<file path="src/rtl/phy_event_pkg.sv">
// Constants for the transceiver event and interrupt block
package phy_event_pkg;
    // Number of monitored event sources
    localparam int SRC_COUNT = 5;
    // Width of the line state field
    localparam int LINE_W = 2;
    // Register indices; byte address is four times the index
    localparam logic [5:0] IDX_RISE_WR = 6'h0D;
    localparam logic [5:0] IDX_RISE_SET = 6'h0E;
    localparam logic [5:0] IDX_RISE_CLR = 6'h0F;
    localparam logic [5:0] IDX_FALL_WR = 6'h10;
    localparam logic [5:0] IDX_FALL_SET = 6'h11;
    localparam logic [5:0] IDX_FALL_CLR = 6'h12;
    localparam logic [5:0] IDX_LIVE_STATUS = 6'h13;
    localparam logic [5:0] IDX_EVENT_LATCH = 6'h14;
    localparam logic [5:0] IDX_LINE_DEBUG = 6'h15;
    localparam logic [5:0] IDX_IRQ_STATUS = 6'h20;
    localparam logic [5:0] IDX_IRQ_MASK = 6'h21;
    localparam logic [5:0] IDX_MODE_CTRL = 6'h22;
    // Source bit positions
    localparam int BIT_HOST_DISC = 0;
    localparam int BIT_BUS_POWER = 1;
    localparam int BIT_SESSION_VALID = 2;
    localparam int BIT_SESSION_END = 3;
    localparam int BIT_ID_GROUND = 4;
    // Host mode flag in the mode control register
    localparam int BIT_HOST_MODE = 0;
    // Reset values
    localparam logic [4:0] EDGE_EN_RESET = 5'h1F;
    localparam logic [4:0] SRC_RESET = 5'h00;
    localparam logic [4:0] IRQ_MASK_RESET = 5'h00;
    localparam logic HOST_MODE_RESET = 1'b0;
    // Byte lanes of the word address that must be zero
    localparam logic [1:0] WORD_ALIGN = 2'h0;
endpackage

</file>
<file path="src/rtl/usb_phy_event_interrupt.sv">
// Transceiver event detection, edge enables, latch and interrupt logic
`timescale 1ns/1ps

module usb_phy_event_interrupt
    import phy_event_pkg::*;
#(
    parameter int ADDR_W = 8
) (
    input wire logic core_clk,
    input wire logic rst_b,
    // APB slave
    input wire logic psel,
    input wire logic penable,
    input wire logic pwrite,
    input wire logic [ADDR_W-1:0] paddr,
    input wire logic [31:0] pwdata,
    output logic [31:0] prdata,
    output logic pready,
    output logic pslverr,
    // Raw comparator and detector levels
    input wire logic hostDisconnect,
    input wire logic busPowerValid,
    input wire logic session_valid_cmp,
    input wire logic session_end_cmp,
    input wire logic id_grounded,
    // Raw line state
    input wire logic [LINE_W-1:0] lineState,
    // Receive-command alert toward the link
    output logic rxCmdAlert,
    // Level interrupt
    output logic irq
);

    // Whole block state
    typedef struct packed {
        logic [4:0] sync1;        // First synchroniser stage
        logic [4:0] sync2;        // Second stage
        logic [4:0] sync3;        // Third stage
        logic [4:0] filt;         // Accepted source levels
        logic [LINE_W-1:0] ls1;   // Line state stages
        logic [LINE_W-1:0] ls2;
        logic [LINE_W-1:0] ls3;
        logic [LINE_W-1:0] lineFilt;
        logic [4:0] riseEn;       // Rising edge enables
        logic [4:0] fallEn;       // Falling edge enables
        logic [4:0] latch;        // Event latch
        logic [4:0] irqStat;      // Sticky interrupt status
        logic [4:0] irqMask;      // Interrupt mask
        logic hostMode;           // Host mode operation
        logic [31:0] rdata;       // Read data captured in setup
        logic rxAlert;            // Alert pulse to link
    } state_type;

    state_type st;
    state_type next_st;

    // Decoded register index and alignment
    logic [5:0] regIdx;
    logic aligned;
    logic setupRead;
    logic accessPhase;
    logic wrAccess;
    logic rdAccess;
    logic [4:0] qualified;
    logic [4:0] riseEv;
    logic [4:0] fallEv;
    logic [4:0] evAll;
    logic [4:0] liveStatus;
    logic [4:0] rdLatchBits;

    // True for any index that the register map holds
    function automatic logic isMapped(input logic [5:0] idx);
        case (idx)
            IDX_RISE_WR, IDX_RISE_SET, IDX_RISE_CLR,
            IDX_FALL_WR, IDX_FALL_SET, IDX_FALL_CLR,
            IDX_LIVE_STATUS, IDX_EVENT_LATCH, IDX_LINE_DEBUG,
            IDX_IRQ_STATUS, IDX_IRQ_MASK, IDX_MODE_CTRL: isMapped = 1'b1;
            default: isMapped = 1'b0;
        endcase
    endfunction

    // Apply a write, set or clear access to a five bit enable field
    function automatic logic [4:0] applyAccess(input logic [4:0] cur,
                                               input logic [5:0] idx,
                                               input logic [5:0] base,
                                               input logic [4:0] data);
        if (idx == base) begin
            applyAccess = data;
        end else if (idx == base + 6'h01) begin
            applyAccess = cur | data;
        end else if (idx == base + 6'h02) begin
            applyAccess = cur & ~data;
        end else begin
            applyAccess = cur;
        end
    endfunction

    // Bus decode
    assign regIdx = paddr[7:2];
    assign aligned = (paddr[1:0] == WORD_ALIGN);
    assign setupRead = psel && !penable && !pwrite;
    assign accessPhase = psel && penable;
    assign wrAccess = accessPhase && pwrite && aligned;
    assign rdAccess = accessPhase && !pwrite && aligned;

    // Edge qualification: a change counts once stages two and three agree
    always_comb begin
        qualified = ~(st.sync2 ^ st.sync3);
        riseEv = qualified & st.sync3 & ~st.filt & st.riseEn;
        fallEv = qualified & ~st.sync3 & st.filt & st.fallEn;
        evAll = riseEv | fallEv;
        // Disconnect only counts in host mode
        evAll[BIT_HOST_DISC] = (riseEv[BIT_HOST_DISC] | fallEv[BIT_HOST_DISC])
            & st.hostMode;
    end

    // Live status with the documented suppression cases
    always_comb begin
        liveStatus = st.filt;
        if (st.riseEn[BIT_BUS_POWER] && st.fallEn[BIT_BUS_POWER]) begin
            liveStatus[BIT_BUS_POWER] = 1'b0;
        end
        if (st.riseEn[BIT_SESSION_END] && st.fallEn[BIT_SESSION_END]) begin
            liveStatus[BIT_SESSION_END] = 1'b0;
        end
    end

    // Latch bits handed out by the current read; only these get cleared
    assign rdLatchBits = (rdAccess && regIdx == IDX_EVENT_LATCH) ? st.rdata[4:0] : 5'h00;

    // Next state
    always_comb begin
        next_st = st;
        // Synchronisers: first stage feeds only the second
        next_st.sync1 = {id_grounded, session_end_cmp, session_valid_cmp,
                         busPowerValid, hostDisconnect};
        next_st.sync2 = st.sync1;
        next_st.sync3 = st.sync2;
        next_st.ls1 = lineState;
        next_st.ls2 = st.ls1;
        next_st.ls3 = st.ls2;
        // Accept agreed levels
        next_st.filt = (qualified & st.sync3) | (~qualified & st.filt);
        if (st.ls2 == st.ls3) begin
            next_st.lineFilt = st.ls3;
        end
        // Latch: new events win over the read clear
        next_st.latch = (st.latch & ~rdLatchBits) | evAll;
        // Sticky interrupt status, write one to clear, set wins
        next_st.irqStat = st.irqStat | evAll;
        if (wrAccess && regIdx == IDX_IRQ_STATUS) begin
            next_st.irqStat = (st.irqStat & ~pwdata[4:0]) | evAll;
        end
        // Alert the link for each cycle with a newly latched event
        next_st.rxAlert = |evAll;
        // Register writes, low five bits only
        // Writes to the read-only indices fall through here and change nothing
        if (wrAccess) begin
            next_st.riseEn = applyAccess(st.riseEn, regIdx, IDX_RISE_WR,
                                         pwdata[4:0]);
            next_st.fallEn = applyAccess(st.fallEn, regIdx, IDX_FALL_WR,
                                         pwdata[4:0]);
            if (regIdx == IDX_IRQ_MASK) begin
                next_st.irqMask = pwdata[4:0];
            end
            if (regIdx == IDX_MODE_CTRL) begin
                next_st.hostMode = pwdata[BIT_HOST_MODE];
            end
        end
        // Read data captured in the setup cycle
        if (setupRead) begin
            next_st.rdata = 32'h0000_0000;
            if (aligned) begin
                unique case (regIdx)
                    IDX_RISE_WR, IDX_RISE_SET, IDX_RISE_CLR: begin
                        next_st.rdata[4:0] = st.riseEn;
                    end
                    IDX_FALL_WR, IDX_FALL_SET, IDX_FALL_CLR: begin
                        next_st.rdata[4:0] = st.fallEn;
                    end
                    IDX_LIVE_STATUS: begin
                        next_st.rdata[4:0] = liveStatus;
                    end
                    IDX_EVENT_LATCH: begin
                        next_st.rdata[4:0] = st.latch;
                    end
                    IDX_LINE_DEBUG: begin
                        next_st.rdata[LINE_W-1:0] = st.lineFilt;
                    end
                    IDX_IRQ_STATUS: begin
                        next_st.rdata[4:0] = st.irqStat;
                    end
                    IDX_IRQ_MASK: begin
                        next_st.rdata[4:0] = st.irqMask;
                    end
                    IDX_MODE_CTRL: begin
                        next_st.rdata[BIT_HOST_MODE] = st.hostMode;
                    end
                    default: begin
                        next_st.rdata = 32'h0000_0000;
                    end
                endcase
            end
        end
    end

    // State register
    always_ff @(posedge core_clk or negedge rst_b) begin
        if (!rst_b) begin
            st <= '0;
            st.riseEn <= EDGE_EN_RESET;
            st.fallEn <= EDGE_EN_RESET;
            st.irqMask <= IRQ_MASK_RESET;
            st.hostMode <= HOST_MODE_RESET;
            st.filt <= SRC_RESET;
        end else begin
            st <= next_st;
        end
    end

    // Outputs
    assign prdata = st.rdata;
    assign pready = 1'b1;
    assign pslverr = accessPhase && !(aligned && isMapped(regIdx));
    assign rxCmdAlert = st.rxAlert;
    assign irq = |(st.irqStat & st.irqMask);
endmodule

</file>
<file path="config.mk">
export PLATFORM = sky130hd
export DESIGN_NAME = usb_phy_event_interrupt
export DESIGN_NICKNAME = d
export VERILOG_FILES = /design/src/rtl/phy_event_pkg.sv /design/src/rtl/usb_phy_event_interrupt.sv
export SDC_FILE = /design/constraint.sdc
export NUM_CORES = 1
export LEC_CHECK = 0
export BUFFER_PORTS_ARGS = -buffer_cell sky130_fd_sc_hd__buf_2
export CAP_MARGIN = 20
export CORE_ASPECT_RATIO = 0.7
export CORE_UTILIZATION = 56
export CTS_CLUSTER_DIAMETER = 50
export CTS_CLUSTER_SIZE = 28
export DETAILED_ROUTE_END_ITERATION = 7
export MAX_ROUTING_LAYER = met4
export PLACE_DENSITY = 0.95
export SYNTH_ARGS = -nofsm -noshare
export SYNTH_HDL_FRONTEND = slang
export SYNTH_SLANG_ARGS = --single-unit
</file>
<file path="constraint.sdc">
create_clock -name core_clk -period 2.15 [get_ports core_clk]
set_input_delay 0 -clock core_clk [delete_from_list [all_inputs] [get_ports core_clk]]
set_output_delay 0 -clock core_clk [all_outputs]
set_load 0.02 [all_outputs]
</file>
==> out/qor.csv <==
stage,metric,value,unit
critical_path,worst r2r path cells,6,
clock_network,"Clk pin slew, worst setup/hold paths",0.07,ns
grt,Tot GR Track Use,27.55,%
critical_path,WP data required,2.43,ns
power_and_ir_drop,clock network power share,42.4,%
timing,Rel. slew slack,57.90,%
grt,global-route wire length before repair,11360,um
floorplanning,die span in x,90.60,um
placed_design,Cells after DPL,401,
critical_path,Crit Path Max Fanout,8,
route,routed vias,2409,
logic_synthesis,top-count cell post-synth,dfrtp_1,
min_path,hold path cells,4,
route,Post-DRT Antenna Nets,0,
route,router iterations before antenna repair,5,
logic_synthesis,main flop type after synthesis,dfrtp_1,
timing,final-report setup violation count,0,
finish,synthesis-to-finish area growth,16.55,%
timing,Final Hold Fails,0,
clock_network,Bufs on Longest Clock Path,2,
critical_path,CP top delay family,simple AND/OR/NAND/NOR gates,
logic_synthesis,"flops & latches, synth",60,
route,via/cell ratio,5.576,
logic_synthesis,Area contributors post-synth,"dfrtp_1 (41%), dfstp_2 (8.5%), buf_4 (8.1%), nand2_1 (5.4%), o21ai_0 (4.4%)",
critical_path,crit path cell chain,dlygate4sd3_1 > buf_2 > nor2_1 > nand4_1 > nor4_1 > buf_4 > a22o_1,
grt,grt ovf,0,
floorplanning,I/O pin cnt,88,
power_and_ir_drop,Net Switching,0.6950,mW
logic_synthesis,Post-Synthesis Cells,302,
critical_path,RR Startpoint,st[60],
clock_network,H-tree Lvls,3,
power_and_ir_drop,Comb power frac,10.2,%
logic_synthesis,Async SR Flop Fraction,100.0,%
finish,antenna diode count,0,
logic_synthesis,Ys Warns,0,
finish,# nets final,417,
clock_network,Sink Count,60,
logic_synthesis,largest area contributor in the netlist,dfrtp_1,
clock_network,Root Driver,clkbuf_8,
timing,clock skew,0.006950,ns
min_path,HP Class,in2reg,
finish,share of layout cells above drive strength 1,20.83,%
floorplanning,die area,5799,um^2
power_and_ir_drop,Pwr Density,753.3,nW/um^2
placed_design,DP Worst Slack,0.4512,ns
critical_path,crit path max-delay cell type,nor4_1,
clock_network,clock latency on the worst-skew pair,0.35,ns
route,# DRC,0,
timing,Highest Clock Rate,521.2,MHz
critical_path,Bufs and invs on worst path,3,
grt,largest net degree at the start of global routing,34,
power_and_ir_drop,switching share of power,25.73,%
grt,initial antenna violation count,0,
logic_synthesis,Post-Syn Area per Cell,10.19,um^2
critical_path,Worst setup SP type,input pin,
timing,setup ws final,0.2314,ns
power_and_ir_drop,cell internal pwr,2.006,mW
route,WL final,7061,um
placed_design,Port Buf Inserts,32,
timing,min Tclk post-route,1.919,ns
timing,fin. max-slew vios,0,
critical_path,crit-path max cell delay,0.62,ns
grt,vias in the first global route,2310,
clock_network,TritonCTS clock tree,done,
logic_synthesis,post-synthesis cell area,3077,um^2
logic_synthesis,"EDFF count, synth",0,
min_path,Hold Crit Start,paddr[0],
timing,RSZ-0062 raised after global routing,false,
placed_design,RePlAce Congestion,0.9576,
critical_path,worst path arrival time,2.20,ns
power_and_ir_drop,leakage power,1.730,nW
critical_path,R2R setup slack,0.29,ns
route,DR iter-0 viols,225,
power_and_ir_drop,Max VDD drop,0.4847,mV
run,# Max-Cap Violations,0,
run_status,status,"complete, no violations",
power_and_ir_drop,sequential power share,47.4,%
min_path,Worst Hold End,prdata[0],
critical_path,Setup Crit Path Kind,in2reg,
floorplanning,Rows,22,
floorplanning,chip height,64.02,um
floorplanning,Initial Util,58.52,%
placed_design,post-detail-place hpwl,5049,um
timing,Worst-Margin Slew,0.6235,ns
clock_network,setup bufs post-CTS,0,
finish,Layout Cells excl Fill,432,
logic_synthesis,Cell variety after synth,50,
logic_synthesis,Post-synth top cells,"dfrtp_1 (50), nand2_1 (44), buf_4 (33)",
critical_path,Reg-to-Reg End,prdata[1],
logic_synthesis,register area share after synthesis,49.21,%
logic_synthesis,top cell type's share of synthesized area,40.67,%
power_and_ir_drop,Design Power,2.701,mW
clock_network,Num CTS Buffers,9,
critical_path,element type at the critical path end,flip-flop,
route,Wirelength per Cell,16.34,um
timing,setup_tns,0,ns
floorplanning,core area,5258,um^2
timing,Tcrit/Tclk final,89.24,%
-- per-layer routing --
| layer | vias up | wire length (um) | global-route usage (%) |
|---|---|---|---|
| met4 | 0 | 109 | 9.476 |
| met2 | 116 | 3228 | 40.06 |
| met3 | 11 | 664 | 9.286 |
| li1 | 1111 | - | - |
| met1 | 1171 | 3058 | 36.31 |
| met5 | - | 0 | - |
-- stage by stage --
step,util (%),instance area (um^2),hold slack [ns]
after floorplan,-,3174,-0.2956
after global placement,61.09,3212,0.04727
after detailed placement,61.09,3212,0.05836
after CTS,68.21,3586,0.01061
after global routing,68.21,3586,0.07247
final,68.21,3586,0.02971
-- power groups by stage --
stage                     Combinational, mW  Sequential, mW  Clock [mW]
after floorplan                       0.205            1.28           0
after global placement                0.242            1.29           0
after detailed placement              0.254            1.30           0
after CTS                             0.276            1.28        1.17
after global routing                  0.306            1.29        1.22
final                                 0.276            1.28        1.15
-- repair_timing --
item | 4_1_cts | 5_1_grt
hold endpoints to repair | 49 | 0
resized for setup | 0 | 0
hold buffers | 15 | 0
-- how the worst max path moves through the flow --
stage / from / slack [ns] / cells after the start / end
2_1_floorplan: paddr[4] / 0.74 / 6 / st[39]
3_3_place_gp: paddr[7] / 0.50 / 6 / flip-flop
3_5_place_dp: paddr[5] / 0.45 / 6 / st[40]
4_1_cts: paddr[1] / 0.30 / 7 / flip-flop
5_1_grt: paddr[1] / 0.16 / 7 / flip-flop
6_report: paddr[1] / 0.23 / 7 / flip-flop
-- worst register-to-register path: stages, from the launching register on --
cell and delay [ns]:
dfrtp_1 0.37, mux2i_1 0.08, nor3_1 0.27, a221oi_2 0.06
and3_1 0.25, o41ai_2 0.20, dlygate4sd3_1 0.58
-- area by class of cell --
class,count,area [um^2]
Inverter,13,48.80
Sequential cell,60,1514
Fill cell,406,1672
Timing Repair Buffer,53,367.9
Multi-Input combinational cell,218,1341
Clock inverter,6,86.33
Clock buffer,10,137.6
Tap cell,72,90.09
-- placed cells by master, fill, tap and decap left out, types with 3 or more instances in the layout --
cell and count:
a21o_1 11, ha_1 10, nand4_1 3, dfrtp_1 50, nand2_1 44, dfstp_2 10
nor2b_1 5, conb_1 28, mux2_2 4, a21oi_1 4, a22o_1 9, mux2i_1 4
a22oi_1 4, clkbuf_8 10, buf_4 5, nand2b_1 5, nand3_1 6, nor3_1 7
buf_2 32, o21ai_0 27, dlygate4sd3_1 15, nor2_1 10, inv_1 13
-- kinds of logic (layout without fill, tap and decap cells) --
group	Yosys count	in the layout	share of synthesized area (%)
AO/OA/AOI/OAI	72	72	16.19
XOR/XNOR	2	2	0.5694
adder cells (fa/ha/maj)	10	10	4.067
buffers and inverters	50	82	10.37
flip-flops	60	60	49.21
multiplexers	8	8	2.765
other	2	28	0.2441
AND/OR/NAND/NOR	98	98	16.59
(Power assumes the default switching activity.)
